--- src/rhs_pkg.sv ---
// Purpose: Shared constants for the root hub status register block.
// Assumes: One 32-bit register, reached at its byte offset on the port.
// Notes: Overview list below names each behaviour kept by the block.
//
// Overview of operation
// [RULE_01] Low half status, high half change bits.
// [RULE_02] Software writes zero to unused bits.
// [RULE_03] Write one to bit 31 clears wake enable.
// [RULE_04] Write one to bit 15 sets wake enable.
// [RULE_05] Enabled wake turns connect change into resume.
// [RULE_06] Overcurrent flag change sets change flag.
// [RULE_07] Write one to bit 17 clears change flag.
// [RULE_08] Bit 16 always reads zero.
// [RULE_09] Ganged mode: bit 16 powers all ports.
// [RULE_10] Individual mode: bit 16 powers unmasked ports.
// [RULE_11] Bit 0 always reads zero.
// [RULE_12] Ganged mode: bit 0 unpowers all ports.
// [RULE_13] Individual mode: bit 0 unpowers unmasked ports.
// [RULE_14] Bit 1 shows global overcurrent condition.
// [RULE_15] Per-port overcurrent: bit 1 reads zero.
// [RULE_16] Mode zero gangs ports, one individual.
// [RULE_17] In individual mode, masked ports ignore global power commands.
// [RULE_18] Same-cycle change and clear keeps flag set.

package rhs_pkg;
  // Register placement and reset value.
  localparam logic [7:0] RHS_OFFSET = 8'h50;
  localparam logic [31:0] RHS_RESET = 32'h00000000;
  // Field positions.
  localparam int RHS_BIT_CLR_WAKE = 31;
  localparam int RHS_BIT_OC_CHANGE = 17;
  localparam int RHS_BIT_SET_POWER = 16;
  localparam int RHS_BIT_WAKE = 15;
  localparam int RHS_BIT_OC = 1;
  localparam int RHS_BIT_CLR_POWER = 0;
  // Default number of downstream ports.
  localparam int RHS_NPORTS = 2;
endpackage : rhs_pkg

--- src/rhs_oc_if.sv ---
// Purpose: Carries the conditioned overcurrent level and its change pulse.
// Assumes: Both ends run on mclk.
// Notes: The source end owns both signals.
`timescale 1ns/1ns
interface rhs_oc_if;
  logic oc_level;
  logic oc_change;
  modport src (output oc_level, output oc_change);
  modport dst (input oc_level, input oc_change);
endinterface : rhs_oc_if

--- src/rhs_oc_sync.sv ---
// Purpose: Synchronises the overcurrent pin and flags each change of it while per_port_ocp is low.
// Assumes: The pin is asynchronous to mclk; per_port_ocp is a static level.
// Notes: The change pulse lasts one cycle and lines up with the new level.
`timescale 1ns/1ns
module rhs_oc_sync (
  input wire logic mclk,
  input wire logic nrst,
  input wire logic overcurrent_pin,
  input wire logic per_port_ocp,
  rhs_oc_if.src oc
);
  typedef struct packed {
    logic s1;
    logic s2;
    logic lvl;
    logic chg;
  } rhs_sync_t;

  rhs_sync_t st_q;
  rhs_sync_t st_d;

  // ****************************************************************
  // Synchroniser and change detection
  // ****************************************************************
  // The first stage feeds only the second, so metastability never
  // reaches the level compare.
  always_comb begin
    st_d = st_q;
    st_d.s1 = overcurrent_pin;
    st_d.s2 = st_q.s1;
    st_d.lvl = per_port_ocp ? 1'b0 : st_q.s2; // see [RULE_14] [RULE_15]
    st_d.chg = (st_d.lvl != st_q.lvl); // see [RULE_06]
  end

  // State register.
  always_ff @(posedge mclk or negedge nrst) begin
    if (!nrst) begin
      st_q <= '0;
    end else begin
      st_q <= st_d;
    end
  end

  assign oc.oc_level = st_q.lvl;
  assign oc.oc_change = st_q.chg;

  // ****************************************************************
  // Checks
  // ****************************************************************
  oc_change_pulse_a: assert property ( // see [RULE_06]
    @(posedge mclk) disable iff (!nrst)
    $changed(oc.oc_level) |-> oc.oc_change)
    else $error("Overcurrent change not flagged.");

  oc_perport_zero_a: assert property ( // see [RULE_15]
    @(posedge mclk) disable iff (!nrst)
    per_port_ocp [*2] |-> !oc.oc_level)
    else $error("Overcurrent level shown in per-port mode.");

  oc_pin_follow_a: assert property ( // see [RULE_14]
    @(posedge mclk) disable iff (!nrst)
    (!per_port_ocp && overcurrent_pin) [*4] |-> oc.oc_level)
    else $error("Global overcurrent level not reported.");
endmodule : rhs_oc_sync

--- src/rhs_status_reg.sv ---
// Purpose: Root hub status register with power, wake and overcurrent logic.
// Assumes: Register port and all inputs except the pin run on mclk.
// Notes: Power commands leave as one-cycle per-port set and clear pulses.
`timescale 1ns/1ns
module rhs_status_reg #(
  parameter int NPORTS = rhs_pkg::RHS_NPORTS
) (
  input wire logic mclk,
  input wire logic nrst,
  input wire logic reg_wr,
  input wire logic reg_rd,
  input wire logic [7:0] reg_addr,
  input wire logic [31:0] reg_wdata,
  output logic [31:0] reg_rdata_q,
  input wire logic power_switching_mode,
  input wire logic [NPORTS-1:0] port_power_mask,
  input wire logic per_port_ocp,
  input wire logic overcurrent_pin,
  input wire logic [NPORTS-1:0] connect_change_flag,
  input wire logic host_suspended_state,
  output logic remote_wake_enable_q,
  output logic overcurrent_change_flag_q,
  output logic global_overcurrent_flag_q,
  output logic [NPORTS-1:0] port_power_set_q,
  output logic [NPORTS-1:0] port_power_clr_q,
  output logic host_resuming_state_q
);
  typedef struct packed {
    logic [31:0] rdata;
    logic wake;
    logic ocic;
    logic global_overcurrent_flag;
    logic [NPORTS-1:0] pwr_set;
    logic [NPORTS-1:0] pwr_clr;
    logic [NPORTS-1:0] csc_prev;
    logic resume;
  } rhs_state_t;

  rhs_state_t st_q;
  rhs_state_t st_d;
  logic hit_wr;
  logic hit_rd;
  logic csc_new;
  logic [NPORTS-1:0] port_sel;

  rhs_oc_if oc ();

  // Overcurrent pin conditioning.
  rhs_oc_sync u_oc (
    .mclk(mclk),
    .nrst(nrst),
    .overcurrent_pin(overcurrent_pin),
    .per_port_ocp(per_port_ocp),
    .oc(oc)
  );

  // ****************************************************************
  // Read word assembly
  // ****************************************************************
  // Status in the low half, change bits in the high half; write-only
  // command bits and unused ranges read as zero.
  function automatic logic [31:0] rhs_read_word(
    input logic ocic,
    input logic wake,
    input logic global_overcurrent_flag
  );
    logic [31:0] w;
    w = rhs_pkg::RHS_RESET;
    w[rhs_pkg::RHS_BIT_OC_CHANGE] = ocic; // see [RULE_01]
    w[rhs_pkg::RHS_BIT_WAKE] = wake; // see [RULE_04]
    w[rhs_pkg::RHS_BIT_OC] = global_overcurrent_flag; // see [RULE_14]
    return w; // see [RULE_08] [RULE_11]
  endfunction : rhs_read_word

  // Address decode and port selection for global power commands.
  assign hit_wr = reg_wr && (reg_addr == rhs_pkg::RHS_OFFSET);
  assign hit_rd = reg_rd && (reg_addr == rhs_pkg::RHS_OFFSET);
  assign csc_new = |(connect_change_flag & ~st_q.csc_prev);
  // Masked ports answer only per-port commands in individual mode.
  assign port_sel = power_switching_mode ? ~port_power_mask // see [RULE_17]
                                         : {NPORTS{1'b1}}; // see [RULE_16]

  // ****************************************************************
  // Next-state logic
  // ****************************************************************
  // Unused write bits are ignored, relying on software writing zeros.
  always_comb begin
    st_d = st_q;
    st_d.pwr_set = '0;
    st_d.pwr_clr = '0;
    st_d.resume = 1'b0;
    st_d.global_overcurrent_flag = oc.oc_level;
    st_d.csc_prev = connect_change_flag;
    if (hit_wr) begin
      // Clear wins when both power commands arrive together.
      if (reg_wdata[rhs_pkg::RHS_BIT_CLR_POWER]) begin
        st_d.pwr_clr = port_sel; // see [RULE_12] [RULE_13]
      end else if (reg_wdata[rhs_pkg::RHS_BIT_SET_POWER]) begin
        st_d.pwr_set = port_sel; // see [RULE_09] [RULE_10]
      end
      if (reg_wdata[rhs_pkg::RHS_BIT_CLR_WAKE]) begin
        st_d.wake = 1'b0; // see [RULE_03]
      end else if (reg_wdata[rhs_pkg::RHS_BIT_WAKE]) begin
        st_d.wake = 1'b1; // see [RULE_04]
      end
      if (reg_wdata[rhs_pkg::RHS_BIT_OC_CHANGE]) begin
        st_d.ocic = 1'b0; // see [RULE_07]
      end
    end
    // Placed after the clear so a same-cycle change is never lost.
    if (oc.oc_change) begin
      st_d.ocic = 1'b1; // see [RULE_06] [RULE_18]
    end
    // Only a newly raised connect change counts, so a held flag does
    // not keep firing resume requests.
    if (st_q.wake && host_suspended_state && csc_new) begin
      st_d.resume = 1'b1; // see [RULE_05]
    end
    if (hit_rd) begin
      st_d.rdata = rhs_read_word(st_q.ocic, st_q.wake, st_q.global_overcurrent_flag);
    end else if (reg_rd) begin
      st_d.rdata = rhs_pkg::RHS_RESET;
    end
  end

  // State register.
  always_ff @(posedge mclk or negedge nrst) begin
    if (!nrst) begin
      st_q <= '0;
    end else begin
      st_q <= st_d;
    end
  end

  // Outputs are taken straight from the state register.
  assign reg_rdata_q = st_q.rdata;
  assign remote_wake_enable_q = st_q.wake;
  assign overcurrent_change_flag_q = st_q.ocic;
  assign global_overcurrent_flag_q = st_q.global_overcurrent_flag;
  assign port_power_set_q = st_q.pwr_set;
  assign port_power_clr_q = st_q.pwr_clr;
  assign host_resuming_state_q = st_q.resume;

  // ****************************************************************
  // Checks
  // ****************************************************************
  read_zero_bits_a: assert property ( // see [RULE_08]
    @(posedge mclk) disable iff (!nrst)
    hit_rd |=> (reg_rdata_q[rhs_pkg::RHS_BIT_SET_POWER] == 1'b0)
      && (reg_rdata_q[rhs_pkg::RHS_BIT_CLR_POWER] == 1'b0)
      && (reg_rdata_q[rhs_pkg::RHS_BIT_CLR_WAKE] == 1'b0))
    else $error("Reserved or command bit read as one.");

  read_wake_value_a: assert property ( // see [RULE_04]
    @(posedge mclk) disable iff (!nrst)
    hit_rd |=> reg_rdata_q[rhs_pkg::RHS_BIT_WAKE]
      == $past(remote_wake_enable_q))
    else $error("Wake enable read back wrong.");

  wake_clear_a: assert property ( // see [RULE_03]
    @(posedge mclk) disable iff (!nrst)
    hit_wr && reg_wdata[rhs_pkg::RHS_BIT_CLR_WAKE] |=> !remote_wake_enable_q)
    else $error("Wake enable not cleared.");

  wake_set_a: assert property ( // see [RULE_04]
    @(posedge mclk) disable iff (!nrst)
    hit_wr && reg_wdata[rhs_pkg::RHS_BIT_WAKE]
      && !reg_wdata[rhs_pkg::RHS_BIT_CLR_WAKE] |=> remote_wake_enable_q)
    else $error("Wake enable not set.");

  // The flag must show the change and may only drop after a later clear.
  ocic_set_wins_a: assert property ( // see [RULE_18]
    @(posedge mclk) disable iff (!nrst)
    oc.oc_change |=> overcurrent_change_flag_q ##1
      (overcurrent_change_flag_q
        || $past(hit_wr && reg_wdata[rhs_pkg::RHS_BIT_OC_CHANGE])))
    else $error("Overcurrent change lost.");

  ocic_clear_a: assert property ( // see [RULE_07]
    @(posedge mclk) disable iff (!nrst)
    hit_wr && reg_wdata[rhs_pkg::RHS_BIT_OC_CHANGE] && !oc.oc_change
      |=> !overcurrent_change_flag_q)
    else $error("Change flag not cleared by write one.");

  resume_gate_a: assert property ( // see [RULE_05]
    @(posedge mclk) disable iff (!nrst)
    host_resuming_state_q |-> $past(remote_wake_enable_q)
      && $past(host_suspended_state))
    else $error("Resume raised without wake enable.");

  resume_fire_a: assert property ( // see [RULE_05]
    @(posedge mclk) disable iff (!nrst)
    remote_wake_enable_q && host_suspended_state && csc_new
      |=> host_resuming_state_q)
    else $error("Enabled connect change did not resume.");

  power_gang_a: assert property ( // see [RULE_09]
    @(posedge mclk) disable iff (!nrst)
    hit_wr && !power_switching_mode
      && reg_wdata[rhs_pkg::RHS_BIT_SET_POWER]
      && !reg_wdata[rhs_pkg::RHS_BIT_CLR_POWER]
      |=> port_power_set_q == {NPORTS{1'b1}})
    else $error("Ganged power-on missed a port.");

  power_masked_a: assert property ( // see [RULE_13]
    @(posedge mclk) disable iff (!nrst)
    hit_wr && power_switching_mode
      && reg_wdata[rhs_pkg::RHS_BIT_CLR_POWER]
      |=> port_power_clr_q == ~$past(port_power_mask))
    else $error("Masked port touched by global power-off.");

  oci_read_a: assert property ( // see [RULE_14]
    @(posedge mclk) disable iff (!nrst)
    hit_rd |=> reg_rdata_q[rhs_pkg::RHS_BIT_OC]
      == $past(global_overcurrent_flag_q))
    else $error("Overcurrent bit read back wrong.");

  cover_resume_c: cover property (
    @(posedge mclk) disable iff (!nrst) host_resuming_state_q);
  cover_oc_clear_race_c: cover property (
    @(posedge mclk) disable iff (!nrst)
    oc.oc_change && hit_wr && reg_wdata[rhs_pkg::RHS_BIT_OC_CHANGE]);
  cover_masked_power_c: cover property (
    @(posedge mclk) disable iff (!nrst)
    hit_wr && power_switching_mode && (|port_power_mask)
      && reg_wdata[rhs_pkg::RHS_BIT_SET_POWER]);
endmodule : rhs_status_reg

--- config.mk ---
export PLATFORM = sky130hd
export DESIGN_NAME = rhs_status_reg
export DESIGN_NICKNAME = d
export VERILOG_FILES = /design/src/rhs_pkg.sv /design/src/rhs_oc_if.sv /design/src/rhs_oc_sync.sv /design/src/rhs_status_reg.sv
export SDC_FILE = /design/constraint.sdc
export NUM_CORES = 1
export LEC_CHECK = 0
export ABC_AREA = 0
export BUFFER_PORTS_ARGS = -buffer_cell sky130_fd_sc_hd__buf_2
export CORE_UTILIZATION = 38
export CTS_BUF_LIST = sky130_fd_sc_hd__clkbuf_16
export CTS_CLUSTER_SIZE = 40
export DETAILED_ROUTE_END_ITERATION = 16
export GPL_TIMING_DRIVEN = 0
export PLACE_DENSITY = 0.91
export SKIP_CTS_REPAIR_TIMING = 1
export SLEW_MARGIN = 25
export SYNTH_ARGS = -nofsm -noshare
export SYNTH_HDL_FRONTEND = slang
export SYNTH_HIERARCHICAL = 1
export SYNTH_SLANG_ARGS = --single-unit
--- constraint.sdc ---
create_clock -name mclk -period 2.3 [get_ports mclk]
set_clock_uncertainty 0.05 [all_clocks]
set_input_delay 0.23 -clock mclk [delete_from_list [all_inputs] [get_ports mclk]]
set_output_delay 0.23 -clock mclk [all_outputs]
set_load 0.01 [all_outputs]
==> results of run 1 <==
## path summary, 6_finish.rpt
check	depth (start not counted)	endpoint
min	1	u_oc/st_d[2]
max in group asynchronous	2	port_power_clr_q[0]
max	2	reg_rdata_q[15]
min in group asynchronous	2	u_oc/st_d[2]
max reg2reg	2	remote_wake_enable_q
min reg2reg	0	u_oc/st_q[2]
## metal layers
metal / vias to the layer above / share of wire, % / global-route usage [%]
met5: - / 0 / 0
met4: 0 / 4.5 / 8.11
met3: 6 / 10 / 4.68
met2: 46 / 55 / 25.9
met1: 304 / 30 / 10.5
li1: 346 / - / -
## per-stage QoR
step                      hold slack (ns)  instances  area, µm²  setup slack (ns)
after detailed placement            0.114        174       1270             0.979
after global routing               0.0332        179       1360              1.12
after global placement              0.104        174       1270              1.04
after floorplan                    -0.116        111       1060              1.21
after CTS                          -0.143        178       1350              1.14
final                              0.0403        179       1360              1.15
## sequential cells by signal, summed over array words and instances (netlist names)
name and flops:
reg_rdata_q 3, port_power_clr_q 2, port_power_set_q 2, st_q 2, global_overcurrent_flag_q 1, host_resuming_state_q 1, overcurrent_change_flag_q 1, remote_wake_enable_q 1
u_oc/oc.oc_change 1, u_oc/oc.oc_level 1, u_oc/st_d 1, u_oc/st_q 1
## Yosys cell counts
cell type	number	area share, %
a41oi_1	2	1.8
a2111oi_4	2	5.8
dfrtp_1	17	45
a211oi_1	2	1.6
o22ai_1	4	2.6
inv_1	7	2.8
nor4_4	1	2.2
conb_1	1	0.39
and4bb_2	1	1.3
buf_4	36	28
nand4_1	1	0.66
and3_1	1	0.66
nor2b_4	1	1.4
nand2_1	4	1.6
xor2_2	1	1.7
a21o_1	1	0.79
nand3_4	1	1.8
## cells by family after synthesis
logic type	after synthesis
AO/OA/AOI/OAI	11
XOR/XNOR	1
buffers and inverters	43
flip-flops	17
other	1
AND/OR/NAND/NOR	10
## final cells by class
type | instances | area share (%)
tap | 28 | 2.57
multi-input combinational | 51 | 24.8
timing repair buffer | 36 | 13.6
buffer | 36 | 19.8
inverter | 7 | 1.93
sequential | 17 | 31.2
clock buffer | 3 | 5.51
clock inverter | 1 | 0.551
## power groups by stage
stage / clock network (mW) / registers, mW / logic (mW)
final: 0.344 / 0.312 / 0.113
after global routing: 0.364 / 0.313 / 0.126
after CTS: 0.351 / 0.313 / 0.111
after detailed placement: 0 / 0.317 / 0.111
after global placement: 0 / 0.317 / 0.108
after floorplan: 0 / 0.317 / 0.0709
## critical path: stages, from the launching register on
cell and delay [ns]:
dfrtp_1 0.37, buf_4 0.13, buf_2 0.13
## cell usage in the layout (no fill, tap or decap)
cell type,count
dlygate4sd3_1,1
dfrtp_1,17
buf_2,35
a21o_1,1
xor2_2,1
a211oi_1,2
nor2b_4,1
nand3_4,1
nor4_4,1
inv_1,7
and4bb_2,1
nand4_1,1
conb_1,29
and3_1,1
buf_4,36
nand2_1,4
clkinvlp_4,1
a2111oi_4,2
clkbuf_16,3
o22ai_1,4
a41oi_1,2
==> impl_metrics.py, run 1 <==
metrics = {
    "sta": {
        "hold_viol": 0,
        "fin_setup_tns_ns": 0,
        "setup_viol": 0,
        "max_freq_ghz": 0.869,
        "slew_violations": 0,
        "rsz0062_at_grt": "no",
        "min_period_ns": 1.15,
        "timing.final.crit_share_pct": 50.0,
    },
    "global_route": {
        "grt-ovfl-total": 0,
        "grt_max_degree": 18,
        "grt.total_usage_pct": 13.1,
        "grt_pass1_vias": 639,
        "grt_antenna_before_repair": 0,
        "grt_pass1_wl_um": 2500,
    },
    "finish": {
        "fillCellCount": 217,
        "multiInputGateArea_um2": 338,
        "antenna_cells": 0,
        "nNetsFinal": 204,
        "fin_util_pct": 59.3,
        "syn_to_final_growth_pct": 42.7,
        "seqCellArea_um2": 425,
        "drive_above_1_share_pct": 54.3,
    },
    "yosys": {
        "synth_compound_area_share_pct": 12.6,
        "synthMuxAreaShare_pct": 0,
        "ys_warn_count": 6,
        "synth_cell_types": 17,
        "ys_ff_latch": 17,
        "syn_area_um2": 955,
        "avgSynthCellArea_um2": 11.5,
        "synthCells": 83,
        "synth_xor_xnor_area_share_pct": 1.70,
        "synth-seq-area-share_pct": 44.6,
        "synthAdderAreaFrac_pct": 0,
        "yosys.area_share.simple_pct": 9.70,
        "synth_top_family_by_area": "buffers and inverters",
    },
    "clock_network": {
        "clkTransAtPathRegs_ns": 0.05,
        "cts_tree": "done",
        "cts_root_buffer": "clkbuf_16",
        "clock-sinks": 17,
        "htreeDepth": 1,
        "insertion_delay_ns": 0.24,
        "clk_path_buf_depth": 2,
        "numCtsBuffers": 3,
    },
    "worst_setup_path": {
        "endpoint_kind": "primary output",
        "cp-start-kind": "flop",
        "crit_start": "reg_rdata_q[15]",
        "cp.required_ns": 2.02,
        "cp.arrival_ns": 0.87,
        "worstPathMaxFanout": 2,
        "r2r-start": "remote_wake_enable_q",
        "r2r_setup_slack_ns": 1.42,
        "path_class": "reg -> out",
    },
    "floorplan": {
        "die_w_um": 52.1,
        "start_util_pct": 41.6,
        "die_area_um2": 2720,
        "die_h_um": 52.1,
        "io_pins": 92,
        "core_area_um2": 2300,
        "num_rows": 17,
    },
    "power": {
        "ir_worst_vdd_mv": 0.522,
        "comb_power_share_pct": 14.7,
        "switchingPower_mw": 0.171,
        "clock_power_share_pct": 44.7,
        "design_power_total_mw": 0.769,
        "p_leak_nw": 0.770,
        "p_seq_share_pct": 40.6,
        "internal_power_mw": 0.599,
        "switching_share_pct": 22.2,
        "p_per_area_nw_per_um2": 565,
    },
    "hold_path": {
        "hp-class": "in -> reg",
        "min-delay-start": "overcurrent_pin",
    },
    "drt": {
        "ant_nets": 0,
        "first_pass_iters": 4,
        "wirelength_um": 1610,
        "viasPerCell": 3.92,
        "drtIter0Drc": 8,
        "drc_errors": 0,
        "wire_per_inst_um": 9.01,
        "num_vias": 702,
    },
    "place": {
        "gp_congestion": 0.678,
        "port_buffers": 35,
    },
    "outcome": {
        "outcome": "finished, final reports clean",
    },
    "flow_run": {
        "timing.max_cap.violations": 0,
    },
}
Note: power is estimated with default switching activity, not from simulation.
==> run 2, diff against run 1 <==
CORE_UTILIZATION = 36   (was 38)
PLACE_DENSITY = 0.87   (was 0.91)
clock period = 1.1 ns   (was 2.3 ns; I/O delays follow)
==> run 2 against run 1 <==
Net effect:
- clock power grew 100%
- count of clock-buffer cells in the layout is the same
- combinational power grew 120%
- global-route usage shrank 0.87 points
- critical path depth is the same
- hold slack lost 0.011 ns
- critical endpoint unchanged
- largest cell class unchanged
==> impl_metrics.py, run 2 (synthesis gave the netlist of run 1 again) <==
metrics = {
    "global_route": {
        "grt_pass1_wl_um": 2350,
        "grt_antenna_before_repair": 0,
        "grt-ovfl-total": 0,
        "grt.total_usage_pct": 12.2,
        "grt_max_degree": 18,
        "grt_pass1_vias": 570,
    },
    "sta": {
        "final.setup.worst_slack_ns": 0.0650,
        "rsz0062_at_grt": "no",
        "max_freq_ghz": 0.966,
        "fin_setup_tns_ns": 0,
        "min_period_ns": 1.03,
        "timing.final.crit_share_pct": 94.1,
        "hold_viol": 0,
        "setup_viol": 0,
        "slew_violations": 0,
    },
    "finish": {
        "nNetsFinal": 208,
        "largest_reg_flops": 3,
        "final_common_cell": "buf_4",
        "antenna_cells": 0,
        "syn_to_final_growth_pct": 46.8,
        "drive_above_1_share_pct": 52.3,
        "final_cell_mix": "buf_4 (36), buf_2 (35), conb_1 (29)",
    },
    "worst_setup_path": {
        "cp.required_ns": 0.94,
        "cp_slowest_cell": "dfrtp_1",
        "path_cells": "buf_4 > buf_2",
        "path_class": "reg -> out",
        "r2r-start": "remote_wake_enable_q",
        "worstPathMaxFanout": 2,
        "slowest_delay_ns": 0.37,
        "endpoint_kind": "primary output",
        "path_buf_inv": 2,
        "crit_start": "reg_rdata_q[15]",
        "cp.arrival_ns": 0.87,
        "cp-start-kind": "flop",
        "critical-path-top-delay-family": "flip-flops",
    },
    "hold_path": {
        "hp-class": "in -> reg",
        "min-delay-start": "port_power_mask[1]",
    },
    "clock_network": {
        "clk_path_buf_depth": 2,
        "clkTransAtPathRegs_ns": 0.05,
        "clock-sinks": 17,
        "insertion_delay_ns": 0.25,
        "htreeDepth": 1,
        "cts_tree": "done",
        "cts_root_buffer": "clkbuf_16",
        "numCtsBuffers": 3,
    },
    "drt": {
        "wire_per_inst_um": 8.56,
        "ant_nets": 0,
        "drtIter0Drc": 5,
        "drc_errors": 0,
        "wirelength_um": 1580,
        "first_pass_iters": 2,
        "viasPerCell": 3.77,
        "num_vias": 697,
    },
    "floorplan": {
        "die_h_um": 53.5,
        "num_rows": 18,
        "die_area_um2": 2860,
        "die_w_um": 53.5,
        "start_util_pct": 38.2,
        "io_pins": 92,
        "core_area_um2": 2500,
    },
    "outcome": {
        "outcome": "finished, final reports clean",
    },
    "power": {
        "switching_share_pct": 21.8,
        "p_leak_nw": 0.792,
        "ir_worst_vdd_mv": 1.01,
        "switchingPower_mw": 0.349,
        "clock_power_share_pct": 43.8,
        "p_per_area_nw_per_um2": 1140,
        "p_seq_share_pct": 40.8,
        "internal_power_mw": 1.25,
        "comb_power_share_pct": 15.5,
    },
    "place": {
        "gp_congestion": 0.700,
        "dp_slack_ns": -0.156,
        "port_buffers": 35,
        "dpl.hpwl_um": 1230,
    },
    "flow_run": {
        "timing.max_cap.violations": 0,
    },
}
-- run 2: cell types whose count changed in the layout (fill, tap and decap cells not counted), sizes merged --
cell,previous run,this run
inv,7,8
clkinvlp,1,0
dlygate4sd3,1,5
-- run 2: area by class of cell --
| type | instances | area, µm² |
|---|---|---|
| flip-flops and latches | 17 | 425 |
| multi-input cells | 51 | 338 |
| clock inverters | 1 | 3.75 |
| inverters | 7 | 26.3 |
| clock buffers | 3 | 75.1 |
| repair buffers | 40 | 225 |
| fillers | 244 | 1100 |
| plain buffers | 36 | 270 |
| well taps | 30 | 37.5 |
-- run 2: final timing paths --
check,end,slack [ns],cells past startpoint
min in group asynchronous,u_oc/oc.oc_level,0.26,2
max in group asynchronous,port_power_clr_q[0],0.47,2
setup reg to reg,remote_wake_enable_q,0.27,2
setup / recovery,reg_rdata_q[15],0.07,2
hold / removal,port_power_set_q[1],0.03,2
hold reg to reg,u_oc/st_q[2],0.30,0
-- run 2: worst register-to-register path, cell delays in order (launching register included) --
cell	delay [ns]
dfrtp_1	0.40
a41oi_1	0.17
a41oi_1	0.06
-- run 2: through the flow --
| stage | instances | area, µm² | hold WS (ns) | total power [mW] | utilization, % |
|---|---|---|---|---|---|
| global route | 185 | 1400 | 0.0317 | 1.68 | 56.1 |
| floorplan | 111 | 1060 | -0.236 | 0.811 | - |
| detailed placement | 176 | 1270 | -0.00317 | 0.894 | 50.9 |
| global placement | 176 | 1270 | -0.00644 | 0.889 | 50.9 |
| finish | 185 | 1400 | 0.0289 | 1.60 | 56.1 |
| CTS | 180 | 1350 | -0.266 | 1.61 | 54.1 |
-- run 2: layer usage --
layer	routed length, µm	vias up	GRT usage (%)	share of wire, %
met5	0	-	0	0
met4	29	0	6.58	1.8
met3	217	5	4.89	14
met2	824	51	22.1	52
met1	511	287	11.6	32
li1	-	354	-	-
-- run 2: power by group through the flow --
| stage | clock network [mW] | logic [mW] | registers, mW |
|---|---|---|---|
| final | 0.701 | 0.248 | 0.653 |
| after global routing | 0.744 | 0.278 | 0.654 |
| after CTS | 0.719 | 0.233 | 0.653 |
| after detailed placement | 0 | 0.230 | 0.664 |
| after global placement | 0 | 0.227 | 0.662 |
| after floorplan | 0 | 0.148 | 0.663 |
